File: src/hdl/irq_status_pkg.sv
package irq_status_pkg;
	// ----------------------------------------------------------------
	// Register map (word-free byte bus, indices chosen locally)
	// ----------------------------------------------------------------
	localparam logic [3:0] ADDR_PEND_LOW = 4'h0;
	localparam logic [3:0] ADDR_PEND_MID = 4'h1;
	localparam logic [3:0] ADDR_PEND_HIGH = 4'h2;
	localparam logic [3:0] ADDR_CTRL = 4'h3;
	localparam logic [3:0] ADDR_TICK = 4'h4;
	localparam logic [3:0] ADDR_EVT_STAT = 4'h5;
	localparam logic [3:0] ADDR_EVT_MASK = 4'h6;
	localparam logic [3:0] ADDR_CONV = 4'h7;
	// ----------------------------------------------------------------
	// Field positions
	// ----------------------------------------------------------------
	localparam int CTRL_CONV_IEN = 0;
	localparam int CTRL_TICK_IEN = 1;
	localparam int CTRL_LOCK_IEN = 2;
	localparam int CTRL_KEY_IEN = 3;
	localparam int CTRL_PIN_IEN = 4;
	localparam int TICK_ACK_BIT = 7;
	localparam int TICK_FLAG_BIT = 3;
	localparam int EVT_KEY = 0;
	localparam int EVT_PIN = 1;
	localparam int EVT_LOCK = 2;
	localparam int EVT_CONV = 3;
	localparam int EVT_TICK = 4;
	localparam int EVT_W = 5;
	localparam int LOCK_FLAG_BIT = 1;
	// ----------------------------------------------------------------
	// Reset values
	// ----------------------------------------------------------------
	localparam logic [7:0] CTRL_RST = 8'h00;
	localparam logic [2:0] TICK_RATE_RST = 3'h0;
	localparam logic [4:0] EVT_MASK_RST = 5'h00;
	// Shortest tick period in cycles; each rate step doubles it
	localparam int TICK_BASE_CYCLES = 8;
	localparam int KEY_LINES = 8;
endpackage

File: src/hdl/edge_latch.sv
// Synchronises pins and latches a falling edge per line until cleared
module edge_latch #(
	parameter int WIDTH = 8
) (
	input wire logic clk_sys, // System clock
	input wire logic srst, // Sync reset
	input wire logic [WIDTH-1:0] pinIn, // Asynchronous pins
	input wire logic clearPend, // Clear all latched edges
	output logic [WIDTH-1:0] pending // Latched requests
);
	// Elaboration check: a latch without lines has nothing to watch
	if (WIDTH < 1) begin : g_bad_width
		$error("edge_latch WIDTH must be positive");
	end

	logic [WIDTH-1:0] sync1_r;
	logic [WIDTH-1:0] sync2_r;
	logic [WIDTH-1:0] prev_r;
	logic [WIDTH-1:0] pend_r;

	// Two-flop synchroniser, then edge history off the second stage only
	always_ff @(posedge clk_sys) begin
		if (srst) begin
			sync1_r <= '1;
			sync2_r <= '1;
			prev_r <= '1;
		end else begin
			sync1_r <= pinIn;
			sync2_r <= sync1_r;
			prev_r <= sync2_r;
		end
	end

	genvar i;
	generate
		for (i = 0; i < WIDTH; i = i + 1) begin : g_line
			wire fallEdge = prev_r[i] & ~sync2_r[i];
			// Edge beats a simultaneous clear so no request is lost
			always_ff @(posedge clk_sys) begin
				if (srst)
					pend_r[i] <= 1'b0;
				else if (fallEdge)
					pend_r[i] <= 1'b1;
				else if (clearPend)
					pend_r[i] <= 1'b0;
			end
		end
	endgenerate

	assign pending = pend_r;
endmodule // edge_latch

File: src/hdl/interrupt_status_flags.sv
module interrupt_status_flags (
	input wire logic clk_sys, // System clock, 100 MHz
	input wire logic srst, // Synchronous reset, active high
	input wire logic [3:0] regAddr, // Register index
	input wire logic [7:0] regWdata, // Write data
	input wire logic regWr, // Write strobe
	input wire logic regRd, // Read strobe
	output logic [7:0] regRdata, // Read data, cycle after strobe
	input wire logic extPin_n, // External request pin, active low
	input wire logic [7:0] keypadLines, // Keypad pins
	input wire logic lockIn, // Clock generator lock indicator
	input wire logic convDone, // Conversion complete pulse
	input wire logic [2:0] timerOneReq, // Timer one ch0, ch1, overflow
	input wire logic [2:0] timerTwoReq, // Timer two ch0, ch1, overflow
	input wire logic [1:0] spiReq, // Serial peripheral rx, tx
	input wire logic [2:0] asyncReq, // Async serial error, rx, tx
	output logic [15:0] cpuReq, // Request lines to CPU, flag order
	output logic irqOut // Summary interrupt output
);
	// ----------------------------------------------------------------
	// Elaboration checks on the package layout
	// ----------------------------------------------------------------
	// The read words place the tick flag at bit 3 and the lock flag at bit 1
	if (irq_status_pkg::TICK_FLAG_BIT != 3 || irq_status_pkg::LOCK_FLAG_BIT != 1) begin : g_bad_pos
		$error("flag positions differ from the read word layout");
	end
	// The acknowledge strobe must sit inside the byte-wide write data
	if (irq_status_pkg::TICK_ACK_BIT > 7) begin : g_bad_ack
		$error("tick acknowledge bit outside the byte");
	end
	// The status and mask words are built from exactly five events
	if (irq_status_pkg::EVT_W != 5) begin : g_bad_evt
		$error("event word must hold five events");
	end
	// The keypad port is one byte wide, so the latch must match it
	if (irq_status_pkg::KEY_LINES != 8) begin : g_bad_keys
		$error("keypad latch width differs from the keypad port");
	end
	// ----------------------------------------------------------------
	// Pin synchronisers
	// ----------------------------------------------------------------
	logic [1:0] pinSync_r;
	logic [1:0] lockSync_r;
	logic pinPrev_r;
	logic lockPrev_r;

	always_ff @(posedge clk_sys) begin
		if (srst) begin
			pinSync_r <= 2'h3;
			lockSync_r <= 2'h0;
			pinPrev_r <= 1'b1;
			lockPrev_r <= 1'b0;
		end else begin
			pinSync_r <= {pinSync_r[0], extPin_n};
			lockSync_r <= {lockSync_r[0], lockIn};
			pinPrev_r <= pinSync_r[1];
			lockPrev_r <= lockSync_r[1];
		end
	end

	wire pinFall = pinPrev_r & ~pinSync_r[1];
	wire lockChange = lockPrev_r ^ lockSync_r[1];

	// ----------------------------------------------------------------
	// Register decode
	// ----------------------------------------------------------------
	// Index map of the byte-wide register port:
	//   0..2 pending words, read only, writes ignored
	//   3 control: enables for conversion, tick, lock, keypad, pin
	//   4 tick: rate select, live tick flag, acknowledge strobe
	//   5 event status, write one to clear
	//   6 event mask, same layout as the status word
	//   7 conversion word: done flag, lock-change flag
	// Reads of unmapped indices return zero and never stall the port
	logic [7:0] ctrl_r;
	logic [2:0] tickRate_r;
	logic [4:0] evtStat_r;
	logic [4:0] evtMask_r;
	logic tickFlag_r;
	logic lockFlag_r;
	logic pinPend_r;
	logic convPend_r;
	logic convDoneFlag_r;

	wire wrCtrl = regWr && (regAddr == irq_status_pkg::ADDR_CTRL);
	wire wrTick = regWr && (regAddr == irq_status_pkg::ADDR_TICK);
	wire wrStat = regWr && (regAddr == irq_status_pkg::ADDR_EVT_STAT);
	wire wrMask = regWr && (regAddr == irq_status_pkg::ADDR_EVT_MASK);
	wire wrConv = regWr && (regAddr == irq_status_pkg::ADDR_CONV);
	wire rdConv = regRd && (regAddr == irq_status_pkg::ADDR_CONV);
	wire convIen = ctrl_r[irq_status_pkg::CTRL_CONV_IEN];
	wire tickIen = ctrl_r[irq_status_pkg::CTRL_TICK_IEN];
	wire lockIen = ctrl_r[irq_status_pkg::CTRL_LOCK_IEN];
	wire keyIen = ctrl_r[irq_status_pkg::CTRL_KEY_IEN];
	wire pinIen = ctrl_r[irq_status_pkg::CTRL_PIN_IEN];
	wire tickAck = wrTick && regWdata[irq_status_pkg::TICK_ACK_BIT];
	// Writing one to the lock flag bit of the conversion word clears it
	wire lockClr = wrConv && regWdata[irq_status_pkg::LOCK_FLAG_BIT];

	// Control word: interrupt enables of the five local sources
	always_ff @(posedge clk_sys) begin
		if (srst)
			ctrl_r <= irq_status_pkg::CTRL_RST;
		else if (wrCtrl)
			ctrl_r <= regWdata;
	end

	// Rate select; an acknowledge write must repeat the wanted rate
	always_ff @(posedge clk_sys) begin
		if (srst)
			tickRate_r <= irq_status_pkg::TICK_RATE_RST;
		else if (wrTick)
			tickRate_r <= regWdata[2:0];
	end

	// Event mask, same layout as the event status word
	always_ff @(posedge clk_sys) begin
		if (srst)
			evtMask_r <= irq_status_pkg::EVT_MASK_RST;
		else if (wrMask)
			evtMask_r <= regWdata[4:0];
	end

	// ----------------------------------------------------------------
	// Keypad and tick sub-blocks
	// ----------------------------------------------------------------
	logic [irq_status_pkg::KEY_LINES-1:0] keyPend;
	logic tickRoll;
	// Keypad latch clears on a control write with its enable bit zero, like an acknowledge
	wire keyClr = wrCtrl && !regWdata[irq_status_pkg::CTRL_KEY_IEN];

	edge_latch #(
		.WIDTH(irq_status_pkg::KEY_LINES)
	) u_keys (
		.clk_sys(clk_sys),
		.srst(srst),
		.pinIn(keypadLines),
		.clearPend(keyClr),
		.pending(keyPend)
	);

	tick_divider #(
		.BASE(irq_status_pkg::TICK_BASE_CYCLES)
	) u_tick (
		.clk_sys(clk_sys),
		.srst(srst),
		.rateSel(tickRate_r),
		.rollPulse(tickRoll)
	);

	// Keypad event fires once per newly latched line, not while it stays
	// pending, so clearing its status bit is not undone in the next cycle
	logic [irq_status_pkg::KEY_LINES-1:0] keyPendPrev_r;
	wire keyNew = |(keyPend & ~keyPendPrev_r);

	always_ff @(posedge clk_sys) begin
		if (srst)
			keyPendPrev_r <= '0;
		else
			keyPendPrev_r <= keyPend;
	end

	// ----------------------------------------------------------------
	// Source flags: set beats clear in the same cycle
	// ----------------------------------------------------------------
	// Tick flag on rollover
	always_ff @(posedge clk_sys) begin
		if (srst)
			tickFlag_r <= 1'b0;
		else if (tickRoll)
			tickFlag_r <= 1'b1;
		else if (tickAck)
			tickFlag_r <= 1'b0;
	end

	always_ff @(posedge clk_sys) begin
		if (srst)
			lockFlag_r <= 1'b0;
		else if (lockChange)
			lockFlag_r <= 1'b1;
		else if (lockClr)
			lockFlag_r <= 1'b0;
	end

	// External pin falling edge latched; a control write with its enable clear drops it
	always_ff @(posedge clk_sys) begin
		if (srst)
			pinPend_r <= 1'b0;
		else if (pinFall)
			pinPend_r <= 1'b1;
		else if (wrCtrl && !regWdata[irq_status_pkg::CTRL_PIN_IEN])
			pinPend_r <= 1'b0;
	end

	// Completion raises a request while enabled; a read of the word retires it
	always_ff @(posedge clk_sys) begin
		if (srst)
			convPend_r <= 1'b0;
		else if (convDone && convIen)
			convPend_r <= 1'b1;
		else if (rdConv || !convIen)
			convPend_r <= 1'b0;
	end

	// Done flag only used when interrupts are off
	always_ff @(posedge clk_sys) begin
		if (srst)
			convDoneFlag_r <= 1'b0;
		else if (convDone && !convIen)
			convDoneFlag_r <= 1'b1;
		else if (rdConv || convIen)
			convDoneFlag_r <= 1'b0;
	end

	// ----------------------------------------------------------------
	// Request lines in flag order
	// ----------------------------------------------------------------
	wire keyReq = (|keyPend) & keyIen;
	wire tickReq = tickFlag_r & tickIen;
	// Lock request gated by its enable
	wire lockReq = lockFlag_r & lockIen;
	wire pinReq = pinPend_r & pinIen;

	// Only maskable sources; fixed order, bit 0 is flag 1
	wire [15:0] pendAll = {
		tickReq,
		convPend_r,
		keyReq,
		asyncReq[2], // Flag 13, transmit
		asyncReq[1], // Flag 12, receive
		asyncReq[0], // Flag 11, error
		spiReq[1],
		spiReq[0],
		timerTwoReq[2],
		timerTwoReq[1],
		timerTwoReq[0],
		timerOneReq[2],
		timerOneReq[1],
		timerOneReq[0],
		lockReq,
		pinReq
	};

	assign cpuReq = pendAll;

	// ----------------------------------------------------------------
	// Event status, mask and summary interrupt
	// ----------------------------------------------------------------
	wire [4:0] evtSet = {
		tickRoll,
		convDone,
		lockChange,
		pinFall,
		keyNew
	};
	// Write-one-to-clear per event bit; a set in the same cycle wins, so an
	// event that lands beside the clearing write is never lost
	genvar e;
	generate
		for (e = 0; e < irq_status_pkg::EVT_W; e = e + 1) begin : g_evt
			wire evtClr = wrStat && regWdata[e];
			always_ff @(posedge clk_sys) begin
				if (srst)
					evtStat_r[e] <= 1'b0;
				else if (evtSet[e])
					evtStat_r[e] <= 1'b1;
				else if (evtClr)
					evtStat_r[e] <= 1'b0;
			end
		end
	endgenerate

	assign irqOut = |(evtStat_r & evtMask_r);

	// ----------------------------------------------------------------
	// Read path
	// ----------------------------------------------------------------
	// Live flags; low register bits 1..0 zero
	wire [7:0] rdLow = {pendAll[5:0], 2'b00};
	wire [7:0] rdMid = pendAll[13:6];
	// High register flags 16,15 low, rest zero
	wire [7:0] rdHigh = {6'h00, pendAll[15:14]};
	wire [7:0] rdTick = {4'h0, tickFlag_r, tickRate_r};
	wire [7:0] rdConvW = {6'h00, lockFlag_r, convDoneFlag_r};

	// Pending status words have no write decode at all; event status clears on write-one
	logic [7:0] rdMux;
	always_comb begin
		case (regAddr)
			irq_status_pkg::ADDR_PEND_LOW: rdMux = rdLow;
			irq_status_pkg::ADDR_PEND_MID: rdMux = rdMid;
			irq_status_pkg::ADDR_PEND_HIGH: rdMux = rdHigh;
			irq_status_pkg::ADDR_CTRL: rdMux = ctrl_r;
			irq_status_pkg::ADDR_TICK: rdMux = rdTick;
			irq_status_pkg::ADDR_EVT_STAT: rdMux = {3'h0, evtStat_r};
			irq_status_pkg::ADDR_EVT_MASK: rdMux = {3'h0, evtMask_r};
			irq_status_pkg::ADDR_CONV: rdMux = rdConvW;
			default: rdMux = 8'h00;
		endcase
	end

	// Read data registered; holds zero outside the answer cycle
	always_ff @(posedge clk_sys) begin
		if (srst)
			regRdata <= 8'h00;
		else if (regRd)
			regRdata <= rdMux;
		else
			regRdata <= 8'h00;
	end
endmodule // interrupt_status_flags

File: src/hdl/tick_divider.sv
// Counter chain with selectable rollover; one-cycle pulse on rollover
module tick_divider #(
	parameter int BASE = irq_status_pkg::TICK_BASE_CYCLES
) (
	input wire logic clk_sys, // System clock
	input wire logic srst, // Sync reset
	input wire logic [2:0] rateSel, // Rollover rate select
	output logic rollPulse // One-cycle rollover pulse
);
	localparam int CW = $clog2(BASE) + 8;
	// Elaboration check: a base below two leaves no room for a rollover pulse
	if (BASE < 2) begin : g_bad_base
		$error("tick_divider BASE must be at least 2");
	end

	logic [CW-1:0] count_r;
	wire [CW-1:0] limit = CW'((BASE << rateSel) - 1);
	wire atLimit = (count_r >= limit);

	// Free-running chain; a rate change simply re-targets the limit
	always_ff @(posedge clk_sys) begin
		if (srst)
			count_r <= '0;
		else if (atLimit)
			count_r <= '0;
		else
			count_r <= count_r + 1'b1;
	end

	always_ff @(posedge clk_sys) begin
		if (srst)
			rollPulse <= 1'b0;
		else
			rollPulse <= atLimit;
	end
endmodule // tick_divider

File: config.mk
export PLATFORM = sky130hd
export DESIGN_NAME = interrupt_status_flags
export DESIGN_NICKNAME = d
export VERILOG_FILES = /design/src/hdl/irq_status_pkg.sv /design/src/hdl/edge_latch.sv /design/src/hdl/interrupt_status_flags.sv /design/src/hdl/tick_divider.sv
export SDC_FILE = /design/constraint.sdc
export NUM_CORES = 1
export LEC_CHECK = 0
export BUFFER_PORTS_ARGS = -buffer_cell sky130_fd_sc_hd__buf_2
export CORE_ASPECT_RATIO = 0.8
export CORE_MARGIN = 2
export CORE_UTILIZATION = 50
export CTS_CLUSTER_SIZE = 14
export DETAILED_ROUTE_END_ITERATION = 7
export HOLD_SLACK_MARGIN = 0.15
export PLACE_DENSITY = 0.7
export SLEW_MARGIN = 5
export SYNTH_ARGS = -nofsm -noshare
export SYNTH_HDL_FRONTEND = slang
export SYNTH_HIERARCHICAL = 1
export SYNTH_SLANG_ARGS = --single-unit
File: constraint.sdc
create_clock -name clk_sys -period 5.4 [get_ports clk_sys]
set_input_delay 0.54 -clock clk_sys [delete_from_list [all_inputs] [get_ports clk_sys]]
set_output_delay 0.54 -clock clk_sys [all_outputs]
set_load 0.1 [all_outputs]
* Word level (Yosys, flattened, before mapping)
Index checks and enable logic that the tools add are counted.
** Cells by class
- Add/sub/neg operators :: 2
- Order comparisons :: 1
- Equal/unequal tests :: 7
- Shifts and indexed selects :: 1
- Muxes and demuxes :: 30
- Bitwise logic cells :: 27
- Reductions and logical operators :: 46
** Operators with widths (count)
- one-hot mux 8 bit (8 select lines) :: 1
- nonzero test 2 bit :: 18
- 2-to-1 mux 1 bit :: 29
- logical AND 1 bit :: 17
- == test 4 x 3 -> 1 bit, second input constant :: 4
- OR reduction 8 bit :: 2
- AND 1 bit :: 13
- adder 11 x 1 -> 11 bit, second input constant :: 1
- greater-or-equal comparator 11 bit :: 1
- << shifter 4 x 3 -> 11 bit, first input constant :: 1
- subtractor 11 x 2 -> 11 bit, second input constant :: 1
- NOT 1 bit :: 10
- AND 8 bit :: 1
- == test 4 x 2 -> 1 bit, second input constant :: 2
- NOT 8 bit :: 1
- AND 5 bit :: 1
- OR reduction 5 bit :: 1
- == test 4 x 1 -> 1 bit, second input constant :: 1
- logical NOT 4 bit :: 1
- OR reduction 2 bit :: 2
- logical NOT 1 bit :: 3
- logical OR 1 bit :: 2
- XOR 1 bit :: 1
** Word-level totals
- Flip-flop bits (word level) :: 92
- Input port bits :: 38
- Logic and storage cells :: 146

* Logic depth before layout (Yosys ltp)
Gate-level depths: netlist (run 1).
- Depth in word-level cells :: 5
- Depth in mapped cells :: 13
- Depth with buffers taken out :: 11

* Modules after synthesis
Netlist (run 1), hierarchy kept.
** By module, submodules not included
- interrupt_status_flags :: times used 1, cells an instance 233, area an instance 2124.5 µm², sequential area each 960.9 µm²
- edge_latch :: times used 1, cells an instance 83, area an instance 964.7 µm², sequential area each 640.6 µm²
- tick_divider :: times used 1, cells an instance 91, area an instance 768.2 µm², sequential area each 240.2 µm²

* Worst setup path before layout (run 1)
OpenSTA, ideal clock, no wires.
- Kind :: reg-to-reg
- Start :: register tickRate_r[1]
- End :: register u_tick.count_r[2]
- Setup time :: 0.115 ns
- Arrival :: 2.389 ns
- Data required time :: 5.285 ns
- Path slack :: 2.897 ns
- Stages on the path, launching flop included :: 13
- Cell sequence :: dfxtp_1 -> or3_1 -> ha_1 -> clkbuf_1 -> xor2_1 -> nor2_1 -> a21oi_1 -> ha_1 -> nand4_1 -> nor4_2 -> a211o_1 -> buf_6 -> nor2_1
** Between the ends
- Longest elaborated chain between the ends :: 4
** RTL lines
- start, declared :: RTL line interrupt_status_flags.sv:76 : logic [2:0] tickRate_r;
- start signal, assigned :: RTL line interrupt_status_flags.sv:111 : tickRate_r <= irq_status_pkg::TICK_RATE_RST;
- start signal, assigned :: RTL line interrupt_status_flags.sv:113 : tickRate_r <= regWdata[2:0];
- << shifter 4 x 3 -> 11 bit :: RTL line tick_divider.sv:17 : wire [CW-1:0] limit = CW'((BASE << rateSel) - 1);
- subtractor 11 x 2 -> 11 bit :: RTL line tick_divider.sv:17
- greater-or-equal comparator 11 bit :: RTL line tick_divider.sv:18 : wire atLimit = (count_r >= limit);
- OR reduction 2 bit (no line)
- end signal, assigned :: RTL line tick_divider.sv:27 : count_r <= count_r + 1'b1;
- end, declared :: RTL line tick_divider.sv:16 : logic [CW-1:0] count_r;
Every way passes these cells.
A chain may end at the register's enable or synchronous reset.

* Worst setup path after layout (run 1)
- Start :: register tickRate_r[0]
- End :: register u_tick.count_r[4]
Same word-level chain as after synthesis.

==> results of run 1 <==
-- how the worst max path moves through the flow --
stage                                           from                            to  cells after the start
after floorplan           tickRate_r[1]$_SDFFE_PP0N_  u_tick/count_r[2]$_SDFF_PP0_                     12
after global placement    tickRate_r[1]$_SDFFE_PP0N_  u_tick/count_r[5]$_SDFF_PP0_                     10
after detailed placement  tickRate_r[1]$_SDFFE_PP0N_  u_tick/count_r[3]$_SDFF_PP0_                     10
after CTS                 tickRate_r[1]$_SDFFE_PP0N_  u_tick/count_r[4]$_SDFF_PP0_                     10
after global routing      tickRate_r[1]$_SDFFE_PP0N_  u_tick/count_r[7]$_SDFF_PP0_                     10
final                     tickRate_r[0]$_SDFFE_PP0N_  u_tick/count_r[4]$_SDFF_PP0_                     10
-- through the flow --
stage / instances / hold WS (ps) / setup slack, ps / power, W
5_1_grt: 559 / 323 / 2390 / 0.00138
2_1_floorplan: 407 / 383 / 2900 / 0.000838
4_1_cts: 559 / 335 / 2630 / 0.00134
3_5_place_dp: 543 / 388 / 2620 / 0.000868
6_report: 559 / 362 / 2620 / 0.00132
3_3_place_gp: 543 / 386 / 2780 / 0.000866
-- final cells by class --
class                           count  area share
Multi-Input combinational cell    262       0.400
Clock buffer                       10      0.0320
Timing Repair Buffer               63      0.0739
Clock inverter                      6      0.0169
Sequential cell                    92       0.428
Tap cell                          105      0.0306
Inverter                           21      0.0183
-- power by group --
group          internal (W)  switching [W]  total [W]
sequential         0.000701      0.0000145   0.000715
combinational     0.0000452      0.0000918   0.000137
clock              0.000231       0.000239   0.000470
total              0.000977       0.000345    0.00132
-- logic make-up (layout without fill, tap and decap cells) --
kind of cell,Yosys count,after routing,share of synthesized area
simple gates,151,151,0.210
flops,92,92,0.477
compound gates,62,62,0.103
buf+inv,53,100,0.0769
mux,26,26,0.0727
xor+xnor,12,12,0.0272
fa+ha+maj,10,10,0.0324
other cells,1,1,0.000972
-- synth_stat cells, drive strengths merged, types with 10 or more instances --
cell | n | share of area
nor2 | 47 | 0.046
ha | 10 | 0.032
inv | 21 | 0.020
nand3 | 12 | 0.016
mux2i | 19 | 0.049
nor2b | 10 | 0.016
buf | 26 | 0.051
dfxtp | 92 | 0.48
xor2 | 10 | 0.023
or2 | 27 | 0.044
nand2b | 17 | 0.028
a21oi | 27 | 0.036
-- registers in the layout, summed over array words and instances (netlist names) --
| name | cells |
|---|---|
| u_keys/prev_r | 8 |
| keyPendPrev_r | 8 |
| u_keys/sync1_r | 8 |
| regRdata | 8 |
| u_keys/pending | 8 |
| u_tick/rollPulse | 1 |
| evtMask_r | 5 |
| lockPrev_r | 1 |
| lockFlag_r | 1 |
| u_tick/count_r | 11 |
| u_keys/sync2_r | 8 |
| convDoneFlag_r | 1 |
| pinSync_r | 2 |
| pinPrev_r | 1 |
| tickFlag_r | 1 |
| evtStat_r | 5 |
| convPend_r | 1 |
| lockSync_r | 2 |
| tickRate_r | 3 |
| pinPend_r | 1 |
| ctrl_r | 8 |
-- per-layer routing --
layer / track usage / up-vias / share of wire
met2: 0.257 / 102 / 0.41
met5: 0 / - / 0
li1: - / 1447 / -
met4: 0.0573 / 0 / 0.0095
met3: 0.0648 / 6 / 0.067
met1: 0.242 / 1262 / 0.51
-- worst max-delay path, cell delays in order (launching register included) --
cell and delay, ps:
dfxtp_1 390, or3_1 410, ha_1 310, nor3_1 180
a21o_1 120, a21oi_1 70, ha_1 290, nand4_1 120
nor4_2 330, a211o_1 350, nor2_1 90
==> impl_metrics.yaml, run 1 <==
route:
  drc_errors: 0
  wirelength_um: 7160
  ant_nets: 0
  wire_per_inst_um: 12.8
  vias: 2817
  drtPass1Iterations: 5
  initialDrtViolationCount: 157
  routed_via_density: 5.04
place:
  hpwlAfterDp_um: 5100
  io_buffers: 62
  gp_congestion: 0.892
  placedInstanceArea_um2: 4090
worst_hold_path:
  worst_hold_path.endpoint: "u_keys/sync1_r[2]$_SDFF_PP1_"
  hold_depth: 2
  hp-start: "keypadLines[2]"
  hp-class: "input port to flop"
synthesis:
  synth_cells: 407
  ys_seq_area_frac: 0.477
  synth-edff-count: 0
  syn_nets: 455
  ys.flop_type: "dfxtp_1"
  ys_warn_count: 6
  synth-seq-cells: 92
  avgSynthCellArea_um2: 9.48
  synth_cell_types: 50
  syn_area_um2: 3860
  async_reset_ff_frac: 0
floorplanning:
  fp.dieH_um: 82.6
  core_area_um2: 7430
  io_pins: 63
  die_area_um2: 8440
  initial_core_util: 0.519
  fp.dieW_um: 102
  row_count: 28
sta:
  setup_viol: 0
  rsz0062_at_grt: "false"
  slew_viol_final: 0
  slew_headroom: 0.555
  tightest_slew_ps: 668
  tns_ps: 0
  finalCriticalPeriod_ps: 2780
  hold_viol: 0
  period_share: 0.515
  skew_ps: 12.6
  fmax_ghz: 0.360
setup_path:
  critPathKind: "flop to flop"
  crit_path_end_kind: "flop"
  rr_worst_depth: 10
  cp_max_fo: 11
  required_ps: 5620
  ff2ff_setup_slack_ps: 2620
  r2r-start: "tickRate_r[0]$_SDFFE_PP0N_"
  arrival_ps: 3000
  worstSetupStartpointType: "flop"
  r2r-end: "u_tick/count_r[4]$_SDFF_PP0_"
clocking:
  htreeDepth: 3
  path_clk_slew_ps: 100
  holdBufCountCts: 0
  cts-resized-gates: 0
  post_cts_buffers: 0
  cts.sinks: 92
  clkLatencyLatePin_ps: 350
  cts_tree: "built"
  clockBufferDepth: 2
  cts_buffers: 9
  cts-root-buf: "clkbuf_8"
layout:
  final_layout_size_suffix_gt1_frac: 0.207
  final_common_cell: "dfxtp_1"
  final_core_util: 0.579
  fin_area_um2: 4300
  area_growth_pct: 11.4
  fill_cells: 669
  regArea_um2: 1840
  final_nets: 497
  layout_common_cells: "dfxtp_1, buf_2, nor2_1, a21oi_1, or2_1"
  multi_input_area_um2: 1720
  diodes: 0
power:
  vdd_drop_max_v: 0.000130
  power_density_nw_per_um2: 308
  p_leak_nw: 1.87
global_routing:
  grt_first_pass_wirelength_um: 11400
  antenna_found_initial: 0
  grtUsageTotal: 0.176
  grt_max_degree: 76
  grt.overflow.total: 0
  grt_pass1_vias: 2489
status:
  outcome: "complete, no violations"
run:
  max_cap_viol_count: 0
Power figures use the tool's default switching activity.
==> run 2: changes to the inputs <==
clock period = 2.66 ns   (was 5.4 ns; I/O delays follow)
==> run 2 against run 1 <==
Worst hold slack worse by 180 ps. Sequential power is 100% higher. Core utilization is 2.5 points higher. Non-clock buffer count is 18 higher. Largest power group unchanged. Sequential share of layout area is 1.8 points lower. Final area is 4.4% higher. Critical path depth stayed put. Register-to-register slack worse by 2500 ps. Power is 110% higher. Maximum frequency is 11% higher.
==> impl_metrics.yaml, run 2 (synthesized netlist as in run 1, its figures left out) <==
sta:
  period_share: 0.937
  finalCriticalPeriod_ps: 2490
  setup_viol: 0
  hold_viol: 0
  slew_viol_final: 0
  fmax_ghz: 0.401
  tightest_slew_ps: 658
  skew_ps: 14.0
  slew_headroom: 0.561
setup_path:
  critPathMaxStageDelay_ps: 390
  cp_cell_sequence: "or3_1 > ha_2 > xor2_1 > nor2_1 > a21oi_1 > ha_1 > nand4_1 > nor4_4 > a211o_1 > nor2_1"
  critPathKind: "flop to flop"
  r2r-end: "u_tick/count_r[5]$_SDFF_PP0_"
  rr_worst_depth: 10
  path_common_cell: "nor2_1"
  cp_max_fo: 6
  worstSetupStartpointType: "flop"
  worstSetupStartpoint: "tickRate_r[1]$_SDFFE_PP0N_"
  required_ps: 2910
  arrival_ps: 2750
  ff2ff_setup_slack_ps: 170
  worst_path_max_delay_cell: "or3_1"
  crit_path_end_kind: "flop"
  r2r-start: "tickRate_r[1]$_SDFFE_PP0N_"
  endpoint: "u_tick/count_r[5]$_SDFF_PP0_"
worst_hold_path:
  hp-start: "srst"
  hp-class: "input port to flop"
clocking:
  cts.sinks: 92
  cts_tree: "built"
  cts_buffers: 9
  htreeDepth: 3
  clkLatencyLatePin_ps: 360
  clockBufferDepth: 2
  cts-root-buf: "clkbuf_8"
  path_clk_slew_ps: 90
layout:
  layout_common_cells: "dfxtp_1, buf_2, nor2_1, a21oi_1, or2_1"
  diodes: 0
  area_growth_pct: 16.3
  fill_cells: 657
  final_nets: 516
  final_core_util: 0.604
  final_layout_size_suffix_gt1_frac: 0.218
  top_register: "u_tick/count_r"
  final_cells: 578
  final_common_cell: "dfxtp_1"
  largest_reg_flops: 11
global_routing:
  antenna_found_initial: 0
  grt.overflow.total: 0
  grt_pass1_vias: 2625
  grt_max_degree: 73
  grt_first_pass_wirelength_um: 12500
  grtUsageTotal: 0.192
route:
  wirelength_um: 7840
  wire_per_inst_um: 13.6
  vias: 2919
  initialDrtViolationCount: 126
  ant_nets: 0
  routed_via_density: 5.05
  drc_errors: 0
  drtPass1Iterations: 5
power:
  p_leak_nw: 1.96
  power_density_nw_per_um2: 607
  vdd_drop_max_v: 0.000328
floorplanning:
  fp.dieH_um: 82.6
  initial_core_util: 0.519
  core_area_um2: 7430
  die_area_um2: 8440
  row_count: 28
  io_pins: 63
  fp.dieW_um: 102
status:
  outcome: "complete, no violations"
place:
  io_buffers: 62
  hpwlAfterDp_um: 5440
  gp_congestion: 0.848
  placed_cells: 548
run:
  max_cap_viol_count: 0
[run 2: worst min-delay path by stage]
stage | endpoint | slack, ps | depth (start not counted)
2_1_floorplan | u_tick/rollPulse$_SDFF_PP0_ | 340 | 1
3_3_place_gp | u_keys/sync2_r[2]$_SDFF_PP1_ | 390 | 1
3_5_place_dp | u_keys/sync2_r[0]$_SDFF_PP1_ | 390 | 1
4_1_cts | u_tick/rollPulse$_SDFF_PP0_ | 150 | 2
5_1_grt | u_tick/rollPulse$_SDFF_PP0_ | 160 | 2
6_report | u_tick/rollPulse$_SDFF_PP0_ | 180 | 2
[run 2: metrics by stage]
stage          TNS (ps)  area [µm²]  hold WS, ps  worst slack [ps]  power, W
2_1_floorplan         0        3860          338               157   0.00170
3_3_place_gp          0        4130          386               112   0.00176
3_5_place_dp          0        4130          388              27.1   0.00177
4_1_cts               0        4450          154              5.84   0.00274
5_1_grt            -124        4490          161             -34.0   0.00284
6_report              0        4490          178               167   0.00273
[run 2: repair_timing]
action	4_1_cts	5_1_grt
hold endpoints to repair	12	0
hold buffers	12	0
gates resized for setup	0	6
setup buffers	0	1
setup endpoints to repair	0	12
[run 2: final cells by class]
| type | instances | area [µm²] | share of cell area |
|---|---|---|---|
| Clock buffer | 9 | 124 | 0.0276 |
| Clock inverter | 7 | 82.6 | 0.0184 |
| Multi-Input combinational cell | 263 | 1750 | 0.389 |
| Inverter | 21 | 78.8 | 0.0176 |
| Timing Repair Buffer | 81 | 483 | 0.108 |
| Tap cell | 105 | 131 | 0.0293 |
| Sequential cell | 92 | 1840 | 0.410 |
[run 2: power breakdown]
group | internal [W] | switching [W] | total (W)
logic | 0.000109 | 0.000197 | 0.000305
registers | 0.00142 | 0.0000297 | 0.00145
clock network | 0.000453 | 0.000515 | 0.000968
total | 0.00198 | 0.000742 | 0.00273
[run 2: metal layers]
metal | track usage | part of all wire | vias to the layer above
li1 | - | - | 1490
met1 | 0.256 | 0.50 | 1317
met2 | 0.297 | 0.42 | 105
met3 | 0.0598 | 0.072 | 7
met4 | 0.0653 | 0.012 | 0
met5 | 0 | 0 | -
[run 2: critical path: cells and delay by family (launching register included)]
kind,cells,cell delay [ps]
AND/OR/NAND/NOR,5,1070
AO/OA/AOI/OAI,2,290
flip-flops,1,320
XOR/XNOR,1,160
adder cells (fa/ha/maj),2,550
==> run 3: changes to the inputs <==
CTS_CLUSTER_SIZE = not set   (was 14)
MAX_ROUTING_LAYER = met4   (was not set)
==> run 3 against run 2 <==
Via count grew 0.34%. Register-to-register slack gained 20 ps. Power is essentially flat. Core utilization is the same. Sequential power is essentially flat. Critical path type unchanged. Global-route usage grew 0.54 points. Clock power is essentially flat. Final cell count is the same. Final area is the same. Clock skew shrank 2.0 ps. Worst hold slack lost 3.4 ps.
==> impl_metrics.yaml, run 3 (synthesized netlist as in run 1, its figures left out) <==
floorplanning:
  core_area_um2: 7430
  row_count: 28
  fp.dieW_um: 102
  initial_core_util: 0.519
  io_pins: 63
  die_area_um2: 8440
  fp.dieH_um: 82.6
setup_path:
  r2r-start: "tickRate_r[1]$_SDFFE_PP0N_"
  crit_path_end_kind: "flop"
  path_common_cell: "nor2_1"
  worstSetupStartpointType: "flop"
  cp_cell_sequence: "or3_1 > ha_2 > xor2_1 > nor2_1 > a21oi_1 > ha_1 > nand4_1 > nor4_4 > a211o_1 > nor2_1"
  worstSetupStartpoint: "tickRate_r[1]$_SDFFE_PP0N_"
  required_ps: 2910
  cp_max_fo: 6
  critPathTopFamily: "simple AND/OR/NAND/NOR gates"
  path_buf_inv: 0
  critPathMaxStageDelay_ps: 390
  critPathKind: "flop to flop"
  arrival_ps: 2730
  worst_path_max_delay_cell: "or3_1"
route:
  wirelength_um: 7850
  wire_per_inst_um: 13.6
  drc_errors: 0
  vias: 2929
  initialDrtViolationCount: 125
  routed_via_density: 5.07
  drtPass1Iterations: 4
  ant_nets: 0
layout:
  final_cells: 578
  largest_reg_flops: 11
  final_nets: 516
  top_register: "u_tick/count_r"
  area_growth_pct: 16.3
  fin_area_um2: 4490
  final_layout_size_suffix_gt1_frac: 0.218
  layout_common_cells: "dfxtp_1, buf_2, nor2_1, a21oi_1, or2_1"
  final_core_util: 0.604
  final_common_cell: "dfxtp_1"
  diodes: 0
  fill_cells: 657
sta:
  fmax_ghz: 0.404
  hold_viol: 0
  layout_setup_ws_ps: 182
  skew_ps: 12.0
  slew_viol_final: 0
  slew_headroom: 0.569
  tightest_slew_ps: 646
  finalCriticalPeriod_ps: 2480
  setup_viol: 0
  period_share: 0.931
global_routing:
  antenna_found_initial: 0
  grtUsageTotal: 0.198
  grt_max_degree: 73
  grt_pass1_vias: 2624
  grt_first_pass_wirelength_um: 12500
  grt.overflow.total: 0
clocking:
  clkLatencyLatePin_ps: 360
  clockBufferDepth: 2
  cts_buffers: 9
  htreeDepth: 3
  cts_tree: "built"
  cts-root-buf: "clkbuf_8"
  path_clk_slew_ps: 90
  cts.sinks: 92
run:
  max_cap_viol_count: 0
place:
  dp_worst_setup_slack_ps: 27.1
  gp_congestion: 0.861
  placed_cells: 548
  io_buffers: 62
  hpwlAfterDp_um: 5440
  placedInstanceArea_um2: 4130
status:
  outcome: "complete, no violations"
power:
  p_leak_nw: 1.96
  vdd_drop_max_v: 0.000328
  finalPower_w: 0.00272
  power_density_nw_per_um2: 607
worst_hold_path:
  hp-class: "input port to flop"
  hp-start: "srst"
-- run 3: cell counts in the layout (fill, tap and decap cells not counted) --
Identical to the previous run, type by type.
-- run 3: power breakdown --
group / total [W] / leakage [nW] / internal (W) / switching (W)
registers: 0.00145 / 0.752 / 0.00142 / 0.0000303
logic: 0.000305 / 1.10 / 0.000109 / 0.000196
clock network: 0.000965 / 0.104 / 0.000452 / 0.000513
total: 0.00272 / 1.96 / 0.00198 / 0.000739
-- run 3: worst reg2reg max path: stages, from the launching register on --
cell and delay [ps]:
dfxtp_1 320, or3_1 390, ha_2 250, xor2_1 160, nor2_1 100, a21oi_1 50, ha_1 300, nand4_1 150
nor4_4 350, a211o_1 240, nor2_1 70
-- run 3: through the flow --
step	setup TNS, ps	hold slack, ps
after floorplan	0	338
after global placement	0	386
after detailed placement	0	388
after CTS	0	154
after global routing	-69.7	161
final	0	175
-- run 3: routing by layer --
metal	track usage	wire length, µm	part of all wire
met5	-	0	0
met4	0.0653	90	0.011
met3	0.0598	536	0.068
met2	0.296	3330	0.42
met1	0.256	3900	0.50
-- run 3: cell type report --
class	count	area (µm²)	area share
clock buffers	9	124	0.0276
clock inverters	7	82.6	0.0184
inverters	21	78.8	0.0176
multi-input cells	263	1750	0.389
flip-flops and latches	92	1840	0.410
well taps	105	131	0.0293
repair buffers	81	483	0.108
-- run 3: timing repair --
item | in CTS | in global routing
endpoints found under the hold margin | 12 | 0
hold buffers | 12 | 0
setup buffers | 0 | 1
endpoints found under the setup margin | 0 | 12
resized for setup | 0 | 6
-- run 3: worst paths after layout --
| kind | end | cells past startpoint | slack [ps] |
|---|---|---|---|
| max | u_tick/count_r[5]$_SDFF_PP0_ | 10 | 180 |
| min | u_tick/rollPulse$_SDFF_PP0_ | 2 | 170 |
| max reg2reg | u_tick/count_r[5]$_SDFF_PP0_ | 10 | 180 |
| min reg2reg | u_keys/sync2_r[3]$_SDFF_PP1_ | 1 | 400 |
